### config.mk
export PLATFORM = sky130hd
export DESIGN_NAME = rmg_gateway
export DESIGN_NICKNAME = d
export VERILOG_FILES = /design/src/rtl/rmg_pkg.sv /design/src/rtl/rmg_gateway.sv
export SDC_FILE = /design/constraint.sdc
export NUM_CORES = 1
export LEC_CHECK = 0
export ABC_AREA = 1
export BUFFER_PORTS_ARGS = -buffer_cell sky130_fd_sc_hd__buf_2
export CAP_MARGIN = 20
export CORE_MARGIN = 2
export CORE_UTILIZATION = 42
export CTS_CLUSTER_DIAMETER = 60
export DETAILED_ROUTE_END_ITERATION = 6
export PLACE_DENSITY_LB_ADDON = 0.15
export SYNTH_ARGS = -nofsm -noshare
export SYNTH_HDL_FRONTEND = slang
export SYNTH_SLANG_ARGS = --single-unit
### constraint.sdc
create_clock -name i_clk -period 2.9 [get_ports i_clk]
set_input_delay 0.435 -clock i_clk [delete_from_list [all_inputs] [get_ports i_clk]]
set_output_delay 0.435 -clock i_clk [all_outputs]
set_load 0.02 [all_outputs]
### src/rtl/rmg_pkg.sv
// Package: register offsets, bit positions, codes and limits of the remote I/O gateway
package rmg_pkg;
  // Register offsets (index values of the object map)
  localparam logic [15:0] RMG_OFS_REMOTE_IO   = 16'h2600; // Remote input word
  localparam logic [15:0] RMG_OFS_MON_CMD     = 16'h2a00; // Monitor command
  localparam logic [15:0] RMG_OFS_MON_RESP    = 16'h2b00; // Monitor response
  // Lower remote input byte
  localparam int RMG_BIT_OPSEL_LO   = 0;  // Operation data select, 3 bits
  localparam int RMG_BIT_START      = 3;
  localparam int RMG_BIT_HOME       = 4;
  localparam int RMG_BIT_STOP       = 5;
  localparam int RMG_BIT_FREE       = 6;  // Excitation release
  // Upper remote input byte
  localparam int RMG_BIT_DSEL_LO    = 8;  // Direct start select, 3 bits
  localparam int RMG_BIT_SEQUENTIAL_START     = 11;
  localparam int RMG_BIT_JOG_PLUS   = 12;
  localparam int RMG_BIT_JOG_MINUS  = 13;
  localparam int RMG_BIT_FWD        = 14;
  localparam int RMG_BIT_RVS        = 15;
  // Response status byte
  localparam int RMG_ST_REQUEST_TRIGGER_ACK    = 0;
  localparam int RMG_ST_CMD_STATUS  = 1;
  localparam int RMG_ST_AXIS_ERR    = 2;
  localparam int RMG_ST_CMD_ERR     = 3;
  // Address space of downstream drivers
  localparam int RMG_NUM_ADDR       = 16;
  // Rate selector code for the 625,000 bps link
  localparam logic [3:0] RMG_RATE_CODE_625K = 4'h7;
  localparam int         RMG_RATE_625K_BPS  = 625000;
  // Monitor command code window (valid codes)
  localparam logic [15:0] RMG_MON_CODE_LO = 16'h2000;
  localparam logic [15:0] RMG_MON_CODE_HI = 16'h20ff;
  // Monitor state machine
  typedef enum logic [2:0] {
    RMG_IDLE = 3'b001,
    RMG_RUN  = 3'b010,
    RMG_ERR  = 3'b100
  } rmg_state_e;
endpackage
### src/rtl/rmg_gateway.sv
// Remote I/O and remote monitor gateway of the motor driver link
`timescale 1ns/1ps
module rmg_gateway
  import rmg_pkg::*;
#(
  parameter int RMG_CLK_HZ = 10000000  // System clock rate
)(
  // Clock and reset
  input  wire logic        i_clk,
  input  wire logic        i_rst_n,
  // Remote I/O write port (fieldbus side)
  input  wire logic        i_io_wr,
  input  wire logic [15:0] i_io_ofs,
  input  wire logic [15:0] i_io_wdata,
  // Remote monitor command
  input  wire logic [7:0]  i_mon_axis,
  input  wire logic [15:0] i_mon_command,
  input  wire logic        i_request_trigger,
  // Monitored quantity from the drive
  input  wire logic [31:0] i_mon_value,
  // Configuration tool path and power sense for address enables
  input  wire logic        i_cfg_wr,
  input  wire logic [3:0]  i_cfg_addr,
  input  wire logic        i_cfg_enable,
  input  wire logic        i_power_on,
  // Driver switches
  input  wire logic        i_protocol_sw,
  input  wire logic [3:0]  i_rate_select_switch,
  // Decoded remote inputs
  output logic [2:0]       o_op_select,
  output logic             o_start,
  output logic             o_home,
  output logic             o_stop,
  output logic             o_free,
  output logic [2:0]       o_direct_start_select,
  output logic             o_sequential_start,
  output logic             o_jog_plus,
  output logic             o_jog_minus,
  output logic             o_forward_run,
  output logic             o_reverse_run,
  // Monitor response
  output logic [7:0]       o_resp_axis,
  output logic [15:0]      o_resp_command,
  output logic [31:0]      o_resp_data,
  output logic [7:0]       o_resp_status,
  // Link and configuration state
  output logic [15:0]      o_addr_enable,
  output logic             o_rate_625k,
  output logic [31:0]      o_bit_period_clks,
  output logic             o_cfg_refused
);
  import rmg_pkg::*;

  // Synchronised pins
  logic        request_trigger_s1_r, request_trigger_s2_r;      // Trigger synchroniser
  logic        pwr_s1_r,  pwr_s2_r;       // Power sense synchroniser
  logic        proto_s1_r, proto_s2_r;    // Protocol switch synchroniser
  logic [3:0]  rate_s1_r, rate_s2_r;      // Rate switch synchroniser
  logic        pwr_d_r;                   // Power sense delayed for edge
  // Address enable storage
  logic [15:0] enable_pend_r;             // Written by tool, not yet active
  logic [15:0] enable_act_r;              // Active set since last power up
  // Remote input word
  logic [15:0] io_word_r;
  // Monitor path
  rmg_state_e  state_r, state_nxt;
  logic        req_valid;                 // Axis and code both good
  logic        axis_ok, code_ok;

  // Two-flop synchronisers on the trigger, power sense, protocol switch and rate switch inputs
  always_ff @(posedge i_clk or negedge i_rst_n)
  begin
    if (!i_rst_n)
    begin
      request_trigger_s1_r  <= 1'b0;
      request_trigger_s2_r  <= 1'b0;
      pwr_s1_r   <= 1'b0;
      pwr_s2_r   <= 1'b0;
      proto_s1_r <= 1'b0;
      proto_s2_r <= 1'b0;
      rate_s1_r  <= 4'h0;
      rate_s2_r  <= 4'h0;
      pwr_d_r    <= 1'b0;
    end
    else
    begin
      request_trigger_s1_r  <= i_request_trigger;
      request_trigger_s2_r  <= request_trigger_s1_r;
      pwr_s1_r   <= i_power_on;
      pwr_s2_r   <= pwr_s1_r;
      proto_s1_r <= i_protocol_sw;
      proto_s2_r <= proto_s1_r;
      rate_s1_r  <= i_rate_select_switch;
      rate_s2_r  <= rate_s1_r;
      pwr_d_r    <= pwr_s2_r;
    end
  end

  // Remote I/O word; only the remote I/O offset is writable from the fieldbus
  always_ff @(posedge i_clk or negedge i_rst_n)
  begin
    if (!i_rst_n)
      io_word_r <= 16'h0000;
    else if (i_io_wr && i_io_ofs == RMG_OFS_REMOTE_IO)
      io_word_r <= i_io_wdata;
  end

  // Fieldbus writes to any other offset are refused (one-cycle pulse)
  always_ff @(posedge i_clk or negedge i_rst_n)
  begin
    if (!i_rst_n)
      o_cfg_refused <= 1'b0;
    else
      o_cfg_refused <= i_io_wr && (i_io_ofs != RMG_OFS_REMOTE_IO);
  end

  // Decode of the remote input word into control lines
  always_ff @(posedge i_clk or negedge i_rst_n)
  begin
    if (!i_rst_n)
    begin
      o_op_select           <= 3'h0;
      o_start               <= 1'b0;
      o_home                <= 1'b0;
      o_stop                <= 1'b0;
      o_free                <= 1'b0;
      o_direct_start_select <= 3'h0;
      o_sequential_start    <= 1'b0;
      o_jog_plus            <= 1'b0;
      o_jog_minus           <= 1'b0;
      o_forward_run         <= 1'b0;
      o_reverse_run         <= 1'b0;
    end
    else
    begin
      // Bit 7 is unused and ignored
      o_op_select           <= io_word_r[RMG_BIT_OPSEL_LO +: 3];
      o_start               <= io_word_r[RMG_BIT_START];
      o_home                <= io_word_r[RMG_BIT_HOME];
      o_stop                <= io_word_r[RMG_BIT_STOP];
      o_free                <= io_word_r[RMG_BIT_FREE];
      o_direct_start_select <= io_word_r[RMG_BIT_DSEL_LO +: 3];
      o_sequential_start    <= io_word_r[RMG_BIT_SEQUENTIAL_START];
      o_jog_plus            <= io_word_r[RMG_BIT_JOG_PLUS];
      o_jog_minus           <= io_word_r[RMG_BIT_JOG_MINUS];
      o_forward_run         <= io_word_r[RMG_BIT_FWD];
      o_reverse_run         <= io_word_r[RMG_BIT_RVS];
    end
  end

  // Tool-path writes go to the pending set only
  always_ff @(posedge i_clk or negedge i_rst_n)
  begin
    if (!i_rst_n)
      enable_pend_r <= 16'h0000;
    else if (i_cfg_wr)
      enable_pend_r[i_cfg_addr] <= i_cfg_enable;
  end

  // Pending set becomes active only on a power-up edge
  always_ff @(posedge i_clk or negedge i_rst_n)
  begin
    if (!i_rst_n)
      enable_act_r <= 16'h0000;
    else if (pwr_s2_r && !pwr_d_r)
      enable_act_r <= enable_pend_r;
  end

  assign o_addr_enable = enable_act_r;

  // Request validity: axis in range and enabled, driver set to converter mode
  always_comb
  begin
    axis_ok = (i_mon_axis < 8'(RMG_NUM_ADDR)) && enable_act_r[i_mon_axis[3:0]] && !proto_s2_r;
    code_ok = (i_mon_command >= RMG_MON_CODE_LO) && (i_mon_command <= RMG_MON_CODE_HI);
    req_valid = axis_ok && code_ok;
  end

  // Monitor state: idle, running, or refused request
  always_comb
  begin
    state_nxt = state_r;
    unique case (state_r)
      RMG_IDLE: if (request_trigger_s2_r) state_nxt = req_valid ? RMG_RUN : RMG_ERR;
      RMG_RUN:  if (!request_trigger_s2_r) state_nxt = RMG_IDLE;
      RMG_ERR:  if (!request_trigger_s2_r) state_nxt = RMG_IDLE;
      default:  state_nxt = RMG_IDLE;
    endcase
  end

  // State register
  always_ff @(posedge i_clk or negedge i_rst_n)
  begin
    if (!i_rst_n)
      state_r <= RMG_IDLE;
    else
      state_r <= state_nxt;
  end

  // Response echo and refresh; data frozen once trigger is gone
  always_ff @(posedge i_clk or negedge i_rst_n)
  begin
    if (!i_rst_n)
    begin
      o_resp_axis    <= 8'h00;
      o_resp_command <= 16'h0000;
      o_resp_data    <= 32'h0000_0000;
    end
    else if (state_nxt == RMG_RUN)
    begin
      o_resp_axis    <= i_mon_axis;
      o_resp_command <= i_mon_command;
      o_resp_data    <= i_mon_value;
    end
  end

  // Status byte, upper bits zero
  always_ff @(posedge i_clk or negedge i_rst_n)
  begin
    if (!i_rst_n)
      o_resp_status <= 8'h00;
    else
    begin
      o_resp_status                    <= 8'h00;
      o_resp_status[RMG_ST_REQUEST_TRIGGER_ACK]   <= (state_nxt == RMG_RUN);
      o_resp_status[RMG_ST_CMD_STATUS] <= 1'b0;
      // Errors latched only on a refused request
      o_resp_status[RMG_ST_AXIS_ERR]   <= (state_nxt == RMG_ERR) && !axis_ok;
      o_resp_status[RMG_ST_CMD_ERR]    <= (state_nxt == RMG_ERR) && !code_ok;
      if (state_r == RMG_ERR && state_nxt == RMG_ERR)
      begin
        // Hold error flags for the life of the refused request
        o_resp_status[RMG_ST_AXIS_ERR] <= o_resp_status[RMG_ST_AXIS_ERR];
        o_resp_status[RMG_ST_CMD_ERR]  <= o_resp_status[RMG_ST_CMD_ERR];
      end
    end
  end

  // Link rate from the rate switch; unknown codes leave the period at zero
  always_ff @(posedge i_clk or negedge i_rst_n)
  begin
    if (!i_rst_n)
    begin
      o_rate_625k       <= 1'b0;
      o_bit_period_clks <= 32'h0000_0000;
    end
    else
    begin
      o_rate_625k       <= (rate_s2_r == RMG_RATE_CODE_625K);
      o_bit_period_clks <= (rate_s2_r == RMG_RATE_CODE_625K) ? 32'(RMG_CLK_HZ / RMG_RATE_625K_BPS) : 32'h0;
    end
  end
endmodule // rmg_gateway

Word level (Yosys, flattened, before mapping). Index checks and enable logic that the tools add are counted.

Output and inout bits: 129. Flip-flop bits (word level): 147. Logic and storage cells: 72.

Mux-type cells: 10. $lt $le $gt $ge: 6. Equal/unequal tests: 8. Reduce and logical (&&, ||, !) cells: 16.

Operators with widths (count): bitwise mux 16 bit (1); equality test 16 x 14 -> 1 bit, second input constant (1); >= comparator 16 x 14 -> 1 bit, second input constant (1); less-or-equal comparator 16 x 14 -> 1 bit, second input constant (1); != test 16 x 14 -> 1 bit, second input constant (1); logical AND 1 bit (11); less-than comparator 4 x 5 -> 1 bit, second input constant (2); two-way mux 3 bit (3); less-than comparator 8 x 5 -> 1 bit, second input constant (1); equality test 3 x 2 -> 1 bit, second input constant (2); equality test 3 bit, second input constant (2); case mux 3 bit (2 select lines) (1); two-way mux 5 bit (1); binary-select mux 1 bit (select 4 bit) (1); demux 1 bit (select 4 bit) (1); equality test 4 x 3 -> 1 bit, second input constant (1); >= comparator 4 x 1 -> 1 bit, second input constant (1); zero test 1 bit (4); equality test 3 x 1 -> 1 bit, second input constant (1); two-way mux 1 bit (2); OR reduction 2 bit (1).

Logic depth before layout (Yosys ltp).
Word-level depth: 10. Gate-level depth with buffers: 14. Depth with buffers taken out: 12.

Least setup slack after synthesis. Ideal clock, no wire load.

Path kind: input -> register. Start: input i_mon_axis[0]. End: register o_resp_command[10]. Arrival time: 1.538 ns. Setup slack: 1.245 ns. Stages: 13. Library setup time: 0.117 ns. Path through: buf_4 o21ai_1 nand2_1 nand3_1 nand3_1 nand2_1 nand3_2 nand2_2 nand2_2 buf_6 buf_6 nand2_2 nand2_1.

Cells in the longest elaborated chain, start to end: 9. Elaborated cells between the ends (all ways): 10. Classes of those cells: order compare: 1; eq/ne: 1; mux: 5; reduce/logical: 3.

RTL lines: start: declaration (line rmg_gateway.sv:16) `input wire logic [7:0] i_mon_axis,`; binary-select mux 1 bit (select 4 bit) (line rmg_gateway.sv:174) `axis_ok = (i_mon_axis < 8'(RMG_NUM_ADDR)) && enable_act_r[i_mon_axis[3:0]] && !proto_s2_r;`; two-way mux 1 bit (not written as such) (line rmg_gateway.sv:174); logical AND 1 bit (*) (2 in series) (line rmg_gateway.sv:174); logical AND 1 bit (*) (line rmg_gateway.sv:176) `req_valid = axis_ok && code_ok;`; two-way mux 3 bit (*) (2 in series) (line rmg_gateway.sv:184) `RMG_IDLE: if (request_trigger_s2_r) state_nxt = req_valid ? RMG_RUN : RMG_ERR;`; case mux 3 bit (2 select lines) (*) (line rmg_gateway.sv:183) `unique case (state_r)`; equality test 3 x 2 -> 1 bit (*) (line rmg_gateway.sv:209) `else if (state_nxt == RMG_RUN)`; end signal: assignment (line rmg_gateway.sv:212) `o_resp_command <= i_mon_command;`; end: declaration (line rmg_gateway.sv:43) `output logic [15:0] o_resp_command,`.

Mark *: on every way between the ends. The rest lies on a longest branch, timed or not. The select of a mux whose other input is x is not followed. A chain may end at the register's enable or synchronous reset.

Worst setup path in the final report.
Start: register proto_s2_r. End: register o_resp_axis[7].

Cells in the longest elaborated chain, start to end: 7.

RTL lines: start: declaration (line rmg_gateway.sv:57) `logic proto_s1_r, proto_s2_r;`; start signal: assignment (line rmg_gateway.sv:92) `proto_s2_r <= proto_s1_r;`; zero test 1 bit (line rmg_gateway.sv:174); logical AND 1 bit (line rmg_gateway.sv:174); logical AND 1 bit (line rmg_gateway.sv:176); two-way mux 3 bit (2 in series) (line rmg_gateway.sv:184); case mux 3 bit (2 select lines) (line rmg_gateway.sv:183); equality test 3 x 2 -> 1 bit (line rmg_gateway.sv:209); end signal: assignment (line rmg_gateway.sv:211) `o_resp_axis <= i_mon_axis;`; end: declaration (line rmg_gateway.sv:42) `output logic [7:0] o_resp_axis,`.

Every way passes these cells.

==> results.json <==
{
  "grt_pass1_wl_um": 21380,
  "vias": 4693,
  "startpoint": "proto_s2_r",
  "worst_ep_required_time_ps": 3240,
  "worstPathArrival_ps": 2330,
  "drv_slew": 0,
  "rows": 42,
  "syn_inst": 619,
  "port_buffers": 195,
  "vias_per_cell": 4.693,
  "skew_ps": 8.705,
  "cts_max_path_buffers": 2,
  "final_common_cell": "buf_2",
  "final_nets": 915,
  "synth-seq-cells": 141,
  "io-pin-count": 233,
  "worst_slew_pin_slew_ps": 935.8,
  "max_freq_mhz": 502.2,
  "die_h_um": 121.2,
  "fin_ws_ps": 908.8,
  "cts_tree": "built",
  "firstDrtPassIters": 4,
  "cts_buffers": 17,
  "avgSynthCellArea_um2": 9.312,
  "endpoint_kind": "register",
  "insertion_delay_ps": 410,
  "startpoint_type": "register",
  "max-cap-violations": 0,
  "status": "finished, final reports clean",
  "ant_nets": 0,
  "drc": 0,
  "cts_root_buf": "clkbuf_16",
  "num_antenna_cells": 0,
  "fillers": 1223,
  "p_leak_nw": 4.327,
  "grt_overflow_total": 0,
  "rsz0062_at_grt": "no",
  "hold_class": "input pin to async pin",
  "drtIter0Drc": 360,
  "yosys_warnings": 0,
  "start_util_pct": 43.19,
  "fin_crit_sh_pct": 68.66,
  "gp_congestion": 0.8353,
  "finalHoldViolations": 0,
  "yosysUniqueCellTypes": 25,
  "clk_pin_slew_ps": 60,
  "coreArea_um2": 13350,
  "holdBufCountCts": 0,
  "area_growth_syn_to_layout_pct": 27.83,
  "synth_seq_area_share_pct": 61.23,
  "cts_sinks": 141,
  "r2r-start": "proto_s2_r",
  "post_cts_buffers": 0,
  "die_x_um": 121.2,
  "cts_resized": 0,
  "worstSetupPathType": "register to register",
  "antenna_found_initial": 2,
  "htree_levels": 4,
  "most-common-layout-cells": "buf_2, nand2_1, dfrtp_1",
  "syn-cell-area_um2": 5764,
  "die_area_um2": 14680,
  "track_usage_pct": 18.62,
  "place_ws_ps": 643.1,
  "power_density_nw_per_um2": 676.3,
  "min_period_ps": 1991,
  "crit_fanout": 56,
  "post_drt_wl_per_cell_um": 13.51,
  "dp_hpwl_um": 9561,
  "grt_pass1_vias": 4419,
  "drive_gt1_share_pct": 30.22,
  "slew_headroom_pct": 37.46,
  "finalWirelength_um": 13510,
  "grt_max_degree": 65,
  "fin_setup_tns_ps": 0,
  "irDropWorstVdd_uv": 524.8,
  "setup_viol": 0
}
path summary, 6_finish.rpt:
path                                   endpoint  slack (ps)  cells after the start
max                              o_resp_axis[7]         910                      7
min                        o_bit_period_clks[4]           1                      1
max in group asynchronous     enable_pend_r[12]        2120                      2
max reg2reg                      o_resp_axis[7]         910                      7
min in group i_clk                     pwr_s1_r         130                      1
min reg2reg                        rate_s2_r[0]         350                      0
area by class of cell:
| class | instances | area (um^2) | area share (%) |
|---|---|---|---|
| Timing Repair Buffer | 202 | 1047 | 14.21 |
| Clock inverter | 10 | 160.2 | 2.174 |
| Tap cell | 176 | 220.2 | 2.989 |
| Inverter | 44 | 165.2 | 2.241 |
| Sequential cell | 141 | 3530 | 47.90 |
| Clock buffer | 22 | 484.2 | 6.572 |
| Multi-Input combinational cell | 405 | 1762 | 23.91 |
cell families (layout without fill, tap and decap cells):
group | after synthesis | after routing | share of synthesized area, %
and+or+nand+nor | 314 | 314 | 23.16
DFF | 141 | 141 | 61.23
buffers and inverters | 108 | 278 | 10.48
AOI/OAI and AO/OA | 53 | 53 | 4.688
muxes | 2 | 2 | 0.3690
other | 1 | 36 | 0.06506
critical path, cell delays in order (launching register included):
cell     delay [ps]
dfrtp_1         360
nor3_1          170
nor3b_1         360
nand3_2         150
nand2_2          90
buf_4           470
nand3_1         200
nand2_1         110
power by group:
part | switching (mW) | internal (mW)
clock network | 0.791 | 1.53
registers | 0.0678 | 2.09
logic | 0.348 | 0.162
total | 1.21 | 3.78
flip-flops by register name, indices dropped and copies added, names as in the netlist, 3 cells and up:
register	cells
o_resp_data	32
enable_pend_r	16
o_addr_enable	16
o_resp_command	16
io_word_r	15
o_resp_axis	8
rate_s1_r	4
rate_s2_r	4
o_direct_start_select	3
o_op_select	3
o_resp_status	3
state_r	3
cell usage after synthesis (all sizes together):
cell    number  area, um^2
nand3       80       405.4
nand4        1       6.260
mux2         1       11.26
nor3b        2       15.01
inv         44       165.2
mux2i        1       10.01
dfrtp      140        3503
nand2      194       758.2
buf         56       409.1
clkbuf       8       30.03
a21oi       13       65.06
nor2        32       122.6
o21ai       36       180.2
nor4         2       12.51
dfstp        1       26.28
conb         1       3.750
nor3         3       15.01
a31oi        4       25.02
metrics by stage:
step                      area (um^2)  cells  hold slack, ps  power, mW  utilization (%)
after global routing             7368   1000           32.92      5.204            55.20
after global placement           6724    968           334.2      2.687            50.38
final                            7368   1000           1.426      4.983            55.20
after CTS                        7368   1000           8.238      5.042            55.20
after floorplan                  5896    654           139.4      2.498                -
after detailed placement         6724    968           336.4      2.698            50.38
metal layers:
| layer | track usage [%] | wire length, um | vias to the layer above |
|---|---|---|---|
| li1 | - | - | 2279 |
| met1 | 23.55 | 5751 | 2200 |
| met2 | 29.81 | 6429 | 184 |
| met5 | 0 | 27 | - |
| met4 | 8.549 | 276 | 4 |
| met3 | 5.122 | 1025 | 26 |
Note: power is estimated with default switching activity, not from simulation.
